File: src/pwt_regs.svh
// register map and field constants of the eight-channel waveform timer
// assumes a 32-bit AXI4-Lite slave, word aligned offsets
`ifndef PWT_REGS_SVH
`define PWT_REGS_SVH
`define PWT_OFF_ENABLE   8'h00
`define PWT_OFF_POLARITY 8'h04
`define PWT_OFF_CENTRE   8'h08
`define PWT_OFF_PCM      8'h0C
`define PWT_OFF_JOIN     8'h10
`define PWT_OFF_STATUS   8'h14
`define PWT_OFF_PERIOD0  8'h20
`define PWT_OFF_DUTY0    8'h40
`define PWT_OFF_COUNT0   8'h60
`define PWT_BANK_SPAN    8'h20
`define PWT_IDX_LSB      2
`define PWT_IDX_MSB      4
`define PWT_JOIN_W       4
`define PWT_RESP_OKAY    2'h0
`define PWT_RESP_SLVERR  2'h2
`define PWT_RST_PERIOD   8'hFF
`define PWT_RST_DUTY     8'h00
`endif

File: src/pwt_pkg.sv
// types shared by the waveform timer and its channel slice
// assumes pwt_regs.svh for numeric constants
package pwt_pkg;
  typedef struct packed {
    logic [15:0] period;
    logic [15:0] duty;
    logic        centre;
    logic        pcm;
    logic        enable;
    logic        wide;
  } pwt_cfg_s;
  typedef enum logic {PWT_UP, PWT_DOWN} pwt_dir_e;
endpackage

File: src/pwt_chan.sv
// one counting slice: 8-bit, or 16-bit when a pair is joined
// assumes configuration stable from the same clock domain
`timescale 1ns/1ns
`default_nettype none
module pwt_chan
  import pwt_pkg::*;
(
  input  wire logic     i_clk,
  input  wire logic     i_rst,
  input  wire pwt_cfg_s i_cfg,
  output logic          o_wave,
  output logic [15:0]   o_count
);
  logic [15:0] cnt_ff;
  logic [15:0] acc_ff;
  logic        wave_ff;
  pwt_dir_e    dir_ff;
  logic [15:0] per;
  logic [15:0] duty;
  logic [16:0] nxt_acc;

  assign per  = i_cfg.wide ? i_cfg.period : {8'h00, i_cfg.period[7:0]};
  assign duty = i_cfg.wide ? i_cfg.duty : {8'h00, i_cfg.duty[7:0]};
  assign o_count = cnt_ff;
  assign o_wave  = wave_ff;
  // pcm: first-order delta-sigma, spreads the pulses over the period
  assign nxt_acc = {1'b0, acc_ff} + {1'b0, duty};

  always_ff @(posedge i_clk) begin
    if (i_rst || !i_cfg.enable) begin
      cnt_ff <= 16'h0000;
      dir_ff <= PWT_UP;
    end else if (i_cfg.centre && !i_cfg.pcm) begin
      if (dir_ff == PWT_UP) begin
        if (cnt_ff >= per) begin
          dir_ff <= PWT_DOWN;
          cnt_ff <= (per == 16'h0000) ? 16'h0000 : cnt_ff - 16'h0001;
        end else begin
          cnt_ff <= cnt_ff + 16'h0001;
        end
      end else if (cnt_ff == 16'h0000) begin
        dir_ff <= PWT_UP;
        cnt_ff <= (per == 16'h0000) ? 16'h0000 : 16'h0001;
      end else begin
        cnt_ff <= cnt_ff - 16'h0001;
      end
    end else begin
      cnt_ff <= (cnt_ff >= per) ? 16'h0000 : cnt_ff + 16'h0001;
    end
  end

  always_ff @(posedge i_clk) begin
    if (i_rst || !i_cfg.enable || !i_cfg.pcm) begin
      acc_ff <= 16'h0000;
    end else if (nxt_acc[15:0] > per || nxt_acc[16]) begin
      acc_ff <= nxt_acc[15:0] - per - 16'h0001;
    end else begin
      acc_ff <= nxt_acc[15:0];
    end
  end

  // raw active level; polarity is applied at the top
  always_ff @(posedge i_clk) begin
    if (i_rst || !i_cfg.enable) begin
      wave_ff <= 1'b0;
    end else if (i_cfg.pcm) begin
      wave_ff <= (nxt_acc[15:0] > per) || nxt_acc[16];
    end else if (i_cfg.centre) begin
      // duty above period stays active, zero never; symmetric about count zero
      wave_ff <= (duty > per) || (cnt_ff < duty);
    end else begin
      wave_ff <= (duty > per) || (cnt_ff < duty);
    end
  end
endmodule
`default_nettype wire

File: src/pwt_top.sv
// eight-channel waveform timer with AXI4-Lite register slave
// assumes one 10 MHz clock, synchronous active high reset
`timescale 1ns/1ns
`default_nettype none
`include "pwt_regs.svh"
// Overview of operation
// - eight 8-bit channels, each own counter
// - each channel programmable period and duty
// - waveforms run continuously without software
// - duty spans never active to always active
// - pulse-code modulation mode per channel
// - per-channel software output polarity
// - left- or centre-aligned selectable per channel
// - adjacent pairs join into 16-bit channels
// - mixes 8/0 6/1 4/2 2/3 0/4 allowed
module pwt_top
  import pwt_pkg::*;
#(
  parameter int NUM_CH = 8
) (
  input  wire logic        I_SYS_CLK,
  input  wire logic        I_SYS_RST,
  input  wire logic [7:0]  I_AWADDR,
  input  wire logic        I_AWVALID,
  output logic             O_AWREADY,
  input  wire logic [31:0] I_WDATA,
  input  wire logic [3:0]  I_WSTRB,
  input  wire logic        I_WVALID,
  output logic             O_WREADY,
  output logic [1:0]       O_BRESP,
  output logic             O_BVALID,
  input  wire logic        I_BREADY,
  input  wire logic [7:0]  I_ARADDR,
  input  wire logic        I_ARVALID,
  output logic             O_ARREADY,
  output logic [31:0]      O_RDATA,
  output logic [1:0]       O_RRESP,
  output logic             O_RVALID,
  input  wire logic        I_RREADY,
  output logic [7:0]       O_PWM
);
  // slice wiring and register map are fixed at eight channels
  if (NUM_CH != 8) begin : g_bad_ch
    $error("pwt_top supports exactly eight channels");
  end

  logic [7:0]  enable_ff;
  logic [7:0]  polarity_ff;
  logic [7:0]  centre_ff;
  logic [7:0]  pcm_ff;
  logic [3:0]  join_ff;
  logic [7:0]  period_ff [8];
  logic [7:0]  duty_ff   [8];
  logic [7:0]  pwm_ff;
  logic        awready_ff;
  logic        wready_ff;
  logic        bvalid_ff;
  logic [1:0]  bresp_ff;
  logic        arready_ff;
  logic        rvalid_ff;
  logic [1:0]  rresp_ff;
  logic [31:0] rdata_ff;
  logic        aw_held_ff;
  logic        w_held_ff;
  logic [7:0]  awaddr_ff;
  logic [31:0] wdata_ff;
  logic [3:0]  wstrb_ff;
  logic [7:0]  raw_wave;
  logic [15:0] count [8];
  pwt_cfg_s    cfg [8];
  logic        wr_go;
  logic [31:0] nxt_rdata;
  logic        nxt_rerr;
  logic        nxt_werr;

  // strobed byte-lane merge, used for every register write except join, which tests wstrb_ff[0] itself
  function automatic logic [7:0] lane0(input logic [7:0] old, input logic [31:0] d, input logic [3:0] s);
    lane0 = s[0] ? d[7:0] : old;
  endfunction

  function automatic logic map_ok(input logic [7:0] a);
    map_ok = (a[1:0] == 2'h0) &&
             (a <= `PWT_OFF_STATUS ||
              (a >= `PWT_OFF_PERIOD0 && a < `PWT_OFF_PERIOD0 + `PWT_BANK_SPAN) ||
              (a >= `PWT_OFF_DUTY0   && a < `PWT_OFF_DUTY0   + `PWT_BANK_SPAN) ||
              (a >= `PWT_OFF_COUNT0  && a < `PWT_OFF_COUNT0  + `PWT_BANK_SPAN));
  endfunction

  // channel configuration; joined pair uses odd channel as high byte
  genvar g;
  generate
    for (g = 0; g < 8; g = g + 1) begin : g_ch
      localparam int EV = g & 6;
      always_comb begin
        cfg[g].wide   = join_ff[g/2];
        cfg[g].period = join_ff[g/2] ? {period_ff[EV+1], period_ff[EV]} : {8'h00, period_ff[g]};
        cfg[g].duty   = join_ff[g/2] ? {duty_ff[EV+1], duty_ff[EV]} : {8'h00, duty_ff[g]};
        cfg[g].centre = centre_ff[join_ff[g/2] ? EV + 1 : g];
        cfg[g].pcm    = pcm_ff[join_ff[g/2] ? EV + 1 : g];
        // a joined pair runs only its odd slice; even slice idles
        cfg[g].enable = join_ff[g/2] ? ((g % 2 == 1) && enable_ff[EV+1]) : enable_ff[g];
      end
      pwt_chan u_chan (
        .i_clk   (I_SYS_CLK),
        .i_rst   (I_SYS_RST),
        .i_cfg   (cfg[g]),
        .o_wave  (raw_wave[g]),
        .o_count (count[g])
      );
    end
  endgenerate

  // joined pair drives the odd output; even output follows the same wave
  always_ff @(posedge I_SYS_CLK) begin
    if (I_SYS_RST) begin
      pwm_ff <= 8'h00;
    end else begin
      for (int i = 0; i < 8; i++) begin
        pwm_ff[i] <= (join_ff[i/2] ? raw_wave[i | 1] : raw_wave[i]) ^ polarity_ff[i];
      end
    end
  end

  // write address and data taken in either order, one write at a time
  always_ff @(posedge I_SYS_CLK) begin
    if (I_SYS_RST) begin
      aw_held_ff <= 1'b0;
      w_held_ff  <= 1'b0;
      awaddr_ff  <= 8'h00;
      wdata_ff   <= 32'h0000_0000;
      wstrb_ff   <= 4'h0;
    end else begin
      if (I_AWVALID && awready_ff) begin
        aw_held_ff <= 1'b1;
        awaddr_ff  <= I_AWADDR;
      end else if (wr_go) begin
        aw_held_ff <= 1'b0;
      end
      if (I_WVALID && wready_ff) begin
        w_held_ff <= 1'b1;
        wdata_ff  <= I_WDATA;
        wstrb_ff  <= I_WSTRB;
      end else if (wr_go) begin
        w_held_ff <= 1'b0;
      end
    end
  end

  assign wr_go    = aw_held_ff && w_held_ff && !bvalid_ff;
  assign nxt_werr = !map_ok(awaddr_ff) || awaddr_ff == `PWT_OFF_STATUS || awaddr_ff >= `PWT_OFF_COUNT0;

  always_ff @(posedge I_SYS_CLK) begin
    if (I_SYS_RST) begin
      awready_ff <= 1'b0;
      wready_ff  <= 1'b0;
      bvalid_ff  <= 1'b0;
      bresp_ff   <= `PWT_RESP_OKAY;
    end else begin
      awready_ff <= !aw_held_ff && !(I_AWVALID && awready_ff) && !bvalid_ff;
      wready_ff  <= !w_held_ff && !(I_WVALID && wready_ff) && !bvalid_ff;
      if (wr_go) begin
        bvalid_ff <= 1'b1;
        bresp_ff  <= nxt_werr ? `PWT_RESP_SLVERR : `PWT_RESP_OKAY;
      end else if (I_BREADY) begin
        bvalid_ff <= 1'b0;
      end
    end
  end

  // register file; written values steer every slice directly
  always_ff @(posedge I_SYS_CLK) begin
    if (I_SYS_RST) begin
      enable_ff   <= 8'h00;
      polarity_ff <= 8'h00;
      centre_ff   <= 8'h00;
      pcm_ff      <= 8'h00;
      join_ff     <= 4'h0;
      for (int i = 0; i < 8; i++) begin
        period_ff[i] <= `PWT_RST_PERIOD;
        duty_ff[i]   <= `PWT_RST_DUTY;
      end
    end else if (wr_go && !nxt_werr) begin
      case (awaddr_ff)
        `PWT_OFF_ENABLE:   enable_ff   <= lane0(enable_ff, wdata_ff, wstrb_ff);
        `PWT_OFF_POLARITY: polarity_ff <= lane0(polarity_ff, wdata_ff, wstrb_ff);
        `PWT_OFF_CENTRE:   centre_ff   <= lane0(centre_ff, wdata_ff, wstrb_ff);
        `PWT_OFF_PCM:      pcm_ff      <= lane0(pcm_ff, wdata_ff, wstrb_ff);
        `PWT_OFF_JOIN:     join_ff     <= wstrb_ff[0] ? wdata_ff[`PWT_JOIN_W-1:0] : join_ff;
        default: begin
          if (awaddr_ff < `PWT_OFF_DUTY0) begin
            period_ff[awaddr_ff[`PWT_IDX_MSB:`PWT_IDX_LSB]] <=
              lane0(period_ff[awaddr_ff[`PWT_IDX_MSB:`PWT_IDX_LSB]], wdata_ff, wstrb_ff);
          end else begin
            duty_ff[awaddr_ff[`PWT_IDX_MSB:`PWT_IDX_LSB]] <=
              lane0(duty_ff[awaddr_ff[`PWT_IDX_MSB:`PWT_IDX_LSB]], wdata_ff, wstrb_ff);
          end
        end
      endcase
    end
  end

  always_comb begin
    nxt_rerr  = !map_ok(I_ARADDR);
    nxt_rdata = 32'h0000_0000;
    case (I_ARADDR)
      `PWT_OFF_ENABLE:   nxt_rdata = {24'h000000, enable_ff};
      `PWT_OFF_POLARITY: nxt_rdata = {24'h000000, polarity_ff};
      `PWT_OFF_CENTRE:   nxt_rdata = {24'h000000, centre_ff};
      `PWT_OFF_PCM:      nxt_rdata = {24'h000000, pcm_ff};
      `PWT_OFF_JOIN:     nxt_rdata = {28'h0000000, join_ff};
      `PWT_OFF_STATUS:   nxt_rdata = {24'h000000, pwm_ff};
      default: begin
        if (!nxt_rerr && I_ARADDR >= `PWT_OFF_COUNT0) begin
          nxt_rdata = {16'h0000, count[I_ARADDR[`PWT_IDX_MSB:`PWT_IDX_LSB]]};
        end else if (!nxt_rerr && I_ARADDR >= `PWT_OFF_DUTY0) begin
          nxt_rdata = {24'h000000, duty_ff[I_ARADDR[`PWT_IDX_MSB:`PWT_IDX_LSB]]};
        end else if (!nxt_rerr) begin
          nxt_rdata = {24'h000000, period_ff[I_ARADDR[`PWT_IDX_MSB:`PWT_IDX_LSB]]};
        end
      end
    endcase
  end

  always_ff @(posedge I_SYS_CLK) begin
    if (I_SYS_RST) begin
      arready_ff <= 1'b0;
      rvalid_ff  <= 1'b0;
      rresp_ff   <= `PWT_RESP_OKAY;
      rdata_ff   <= 32'h0000_0000;
    end else begin
      arready_ff <= !rvalid_ff && !(I_ARVALID && arready_ff);
      if (I_ARVALID && arready_ff) begin
        rvalid_ff <= 1'b1;
        rresp_ff  <= nxt_rerr ? `PWT_RESP_SLVERR : `PWT_RESP_OKAY;
        rdata_ff  <= nxt_rdata;
      end else if (I_RREADY) begin
        rvalid_ff <= 1'b0;
      end
    end
  end

  assign O_AWREADY = awready_ff;
  assign O_WREADY  = wready_ff;
  assign O_BVALID  = bvalid_ff;
  assign O_BRESP   = bresp_ff;
  assign O_ARREADY = arready_ff;
  assign O_RVALID  = rvalid_ff;
  assign O_RRESP   = rresp_ff;
  assign O_RDATA   = rdata_ff;
  assign O_PWM     = pwm_ff;
endmodule
`default_nettype wire

File: config.mk
export PLATFORM = sky130hd
export DESIGN_NAME = pwt_top
export DESIGN_NICKNAME = d
export VERILOG_FILES = /design/src/pwt_pkg.sv /design/src/pwt_chan.sv /design/src/pwt_top.sv
export VERILOG_INCLUDE_DIRS = /design/src
export SDC_FILE = /design/constraint.sdc
export NUM_CORES = 2
export LEC_CHECK = 0
export BUFFER_PORTS_ARGS = -buffer_cell sky130_fd_sc_hd__buf_2
export CAP_MARGIN = 20
export CORE_UTILIZATION = 40
export DETAILED_ROUTE_END_ITERATION = 8
export PLACE_DENSITY = 0.62
export SLEW_MARGIN = 20
export SYNTH_ARGS = -nofsm -noshare
export SYNTH_HDL_FRONTEND = slang
export SYNTH_SLANG_ARGS = --single-unit
File: constraint.sdc
create_clock -name I_SYS_CLK -period 11.7 [get_ports I_SYS_CLK]
set_input_delay 1.755 -clock I_SYS_CLK [delete_from_list [all_inputs] [get_ports I_SYS_CLK]]
set_output_delay 1.755 -clock I_SYS_CLK [all_outputs]
set_load 0.01 [all_outputs]
==> summary.md <==
| Metric | Value |
|---|---|
| Status | finished with violations |
| Failing checks | design-rule violations |
| Post-route minimum period | 6.72 ns |
| Ys async rst share | 0 |
| Yosys Warn Count | 0 |
| Post-DP HPWL | 113000 um |
| Worst Hold End | O_ARREADY$_SDFF_PP0_ |
| Reg2Reg Setup Slack | 4.98 ns |
| Critical setup path kind | reg2reg |
| Final ANT Viol Nets | 0 |
| Worst path required time | 12.30 ns |
| Die area | 116000 um2 |
| Worst-skew pair later-pin latency | 0.70 ns |
| Max_cap viols | 0 |
| Netlist cell types | 99 |
| Largest net degree at the start of global routing | 62 |
| CP most frequent cell | nor2_1 |
| Worst reg2reg startpoint | join_ff[1]$_SDFFE_PP0P_ |
| IO Port Bufs | 62 |
| Area Overhead vs Synth | 7.93% |
| Post-Syn Area per Cell | 8.43 um2 |
| Total power | 3.92 mW |
| Finished Layout Cells | 6957 |
| CP max-delay cell | dfxtp_2 |
| Number of global-route vias before repair | 38401 |
| Most common cell after layout, fill and taps aside | ha_1 |
| Post-Synth XOR/XNOR Area | 0.0589 |
| Worst path max stage delay | 1.04 ns |
| CTS max path bufs | 3 |
| Vias | 41702 |
| Worst path buffer plus inverter count | 2 |
| Fmax | 0.149 GHz |
| Post-synthesis sequential area ratio | 0.239 |
| GR Overflow Total | 0 |
| Worst-Margin Slew | 1.15 ns |
| Drt first pass iters | 8 |
| Reg2reg end | g_ch[3].u_chan.acc_ff[10]$_SDFF_PP0_ |
| Post-route DRC | 2 |
| Hold Startpoint | O_RVALID$_SDFFE_PP0P_ |
| Leak | 22.6 nW |
| Post-synthesis simple-gate area fraction | 0.190 |
| Layout cells sized above 1 | 0.0671 |
| Crit share post-route | 0.574 |
| First-pass GRT wire length | 229000 um |
| Largest family of logic cells by synthesized area | compound AO/OA/AOI/OAI gates |
| Crit-path cells | mux2i_1, inv_1, ha_1, fa_1, a211oi_1, o21a_1, o21ai_0, a31oi_1, nor2_1, o21a_1, nor2_1, xnor2_1, ha_1, nand2_1, nor2_1, nand3_1, a2111oi_0, a21oi_1, nor3_1, a311oi_4, buf_4, or3_1, a21oi_1 |
| Max-slew violation count | 0 |
| Slew margin rel. | 0.230 |
| DP Area | 47600 um2 |
| RSZ-0062 raised after global routing | no |
| Global placer's final weighted congestion | 0.973 |
| Hold-fix buffers, CTS | 0 |
| CTS tree | yes |
| Drt initial violations | 4003 |
| IO Pins | 108 |
| H-tree levels | 2 |
| Row count | 124 |
| Critical path's top delay family | compound AO/OA/AOI/OAI gates |
| Post-CTS Setup Repair Bufs | 0 |
| Die height | 341 um |
| Pwr dens | 78.9 nW/um2 |
| Core footprint | 114000 um2 |
| Avg Vias per Cell | 5.99 |
| Critical Path AT | 7.32 ns |
| Adder-Cell Fraction of Synth Area | 0.176 |
| Setup TNS | 0 ns |
| Synthesized cell area | 46000 um2 |
| EDFF count, synth | 128 |
| Mux share of post-synthesis cell area | 0.0884 |
| CP endpoint kind | register |
| Die X | 341 um |
| Clock transition at path regs | 0.06 ns |
| GR Util All Layers | 0.250 |
| Routed WL per cell | 21.6 um |
| Min-Delay Path Class | reg2reg |
| Max IR drop VDD | 0.000106 V |
| Initial antenna violation count | 1 |
| Cts repair resizes | 0 |
| Util after Layout | 0.435 |
| Clk sinks | 486 |
| Fin nets | 6090 |
| Worst Skew | 0.0296 ns |
| Final Cell Area | 49600 um2 |
| Final setup fails | 0 |
| #FFs+latches synth | 486 |
| Final Hold Fails | 0 |
| Detailed Route WL | 151000 um |
| CP Launch Type | register |
| Syn Inst Count | 5454 |
| CTS buffer count | 61 |
| R2R cell count | 23 |
| Most frequent cells in the layout | 622 x ha_1, 502 x nor2_1, 412 x a21oi_1, 354 x dfxtp_1, 344 x nand2_1 |
| Largest fanout on the critical path | 42 |
| Root buffer cell | clkbuf_16 |
| Initial Util | 0.403 |
| Synth Area in Compound Gates | 0.201 |
| Post-Place Cells | 6842 |
| Hold Path Stages | 1 |
| Top FF cell, synth | dfxtp_1 |
## worst max path at each step
stage	startpoint	end	slack, ns	cells past startpoint
after floorplan	join_ff[3]$_SDFFE_PP0P_	g_ch[7].u_chan.acc_ff[10]$_SDFF_PP0_	5.80	23
after global placement	join_ff[1]$_SDFFE_PP0P_	g_ch[3].u_chan.acc_ff[10]$_SDFF_PP0_	5.19	23
after detailed placement	join_ff[1]$_SDFFE_PP0P_	g_ch[3].u_chan.acc_ff[10]$_SDFF_PP0_	5.10	23
after CTS	join_ff[1]$_SDFFE_PP0P_	g_ch[3].u_chan.acc_ff[10]$_SDFF_PP0_	5.06	23
after global routing	join_ff[1]$_SDFFE_PP0P_	g_ch[3].u_chan.acc_ff[10]$_SDFF_PP0_	4.42	23
final	join_ff[1]$_SDFFE_PP0P_	g_ch[3].u_chan.acc_ff[10]$_SDFF_PP0_	4.98	23
## area by class of cell
class | count | area, um2
flip-flops and latches | 486 | 11000
fillers | 11303 | 64600
inverters | 281 | 1050
repair buffers | 106 | 648
multi-input cells | 4457 | 33000
diodes | 2 | 5.00
well taps | 1512 | 1890
clock buffers | 89 | 1800
clock inverters | 24 | 198
## where the power goes
group          switching (mW)  leakage (nW)  total, mW  internal (mW)
logic                   0.129          17.6      0.203         0.0741
clock network           0.843         0.973       1.95           1.11
registers              0.0256          3.98       1.76           1.74
## registers in the layout (all words and copies together) (netlist names), 4 cells and up
name and flops:
duty_ff 64, period_ff 64, join_ff 4, O_PWM 8
wdata_ff 8, awaddr_ff 8, polarity_ff 8, g_ch.u_chan.dir_ff 8
g_ch.u_chan.acc_ff 128, centre_ff 8, enable_ff 8, g_ch.u_chan.o_count 128
pcm_ff 8, g_ch.u_chan.o_wave 8, O_RDATA 16
## kinds of logic (layout without fill, tap and decap cells)
kind of cell / count (synthesis) / count (layout)
and+or+nand+nor: 1765 / 1765
other: 1 / 20
AOI/OAI and AO/OA: 1409 / 1409
buffers and inverters: 528 / 500
muxes: 317 / 317
DFF: 486 / 486
xor gates and xnor gates: 309 / 309
adders and majority gates: 639 / 639
## stage by stage
step / hold WS (ns) / setup slack, ns
after floorplan: 0.417 / 5.80
final: 0.446 / 4.98
after global routing: 0.472 / 4.42
after CTS: 0.456 / 5.06
after global placement: 0.442 / 5.19
after detailed placement: 0.445 / 5.10
## per-layer routing
layer | global-route usage | up-vias | part of all wire
met4 | 0.0913 | 0 | 0.037
met3 | 0.0463 | 289 | 0.087
met5 | 0 | - | 0
met1 | 0.354 | 19809 | 0.45
met2 | 0.376 | 1589 | 0.42
li1 | - | 20015 | -
## worst reg2reg max path: cells and delay by family (launching register included)
kind	cells	cell delay, ns
adder cells (fa/ha/maj)	3	1.08
AO/OA/AOI/OAI	9	2.18
XOR/XNOR	1	0.11
flip-flops	1	1.04
multiplexers	1	0.50
buffers and inverters	2	0.35
AND/OR/NAND/NOR	7	1.38
## synth_stat cells (12+ instances only)
cell type,n,area [um2]
a211oi_1,89,668
o21ai_0,239,1200
o211ai_1,27,203
nor4_1,36,225
o21bai_1,53,398
nand3_1,113,566
and3_1,84,526
nor3_1,180,901
o22ai_1,23,144
o221ai_1,13,114
nor2b_1,66,413
o31ai_1,16,120
edfxtp_1,128,3840
mux2i_1,244,2440
xor2_1,117,1020
nand2_1,344,1290
buf_2,18,90.1
or2_2,24,150
fa_1,16,320
or3_1,122,763
nand4_1,75,469
a221oi_1,48,420
a22oi_1,31,233
a31oi_1,46,288
a21o_1,162,1220
o21a_1,72,541
a31o_2,13,114
and2_1,80,500
a21oi_1,413,2070
a2111oi_0,12,105
a311oi_1,14,123
xnor2_1,192,1680
buf_4,18,135
nand2b_1,66,413
clkbuf_1,178,668
ha_1,622,7780
nor2_1,504,1890
inv_1,277,1040
dfxtp_1,358,7170
buf_1,28,105
mux4_2,71,1600
Power figures use the tool's default switching activity.
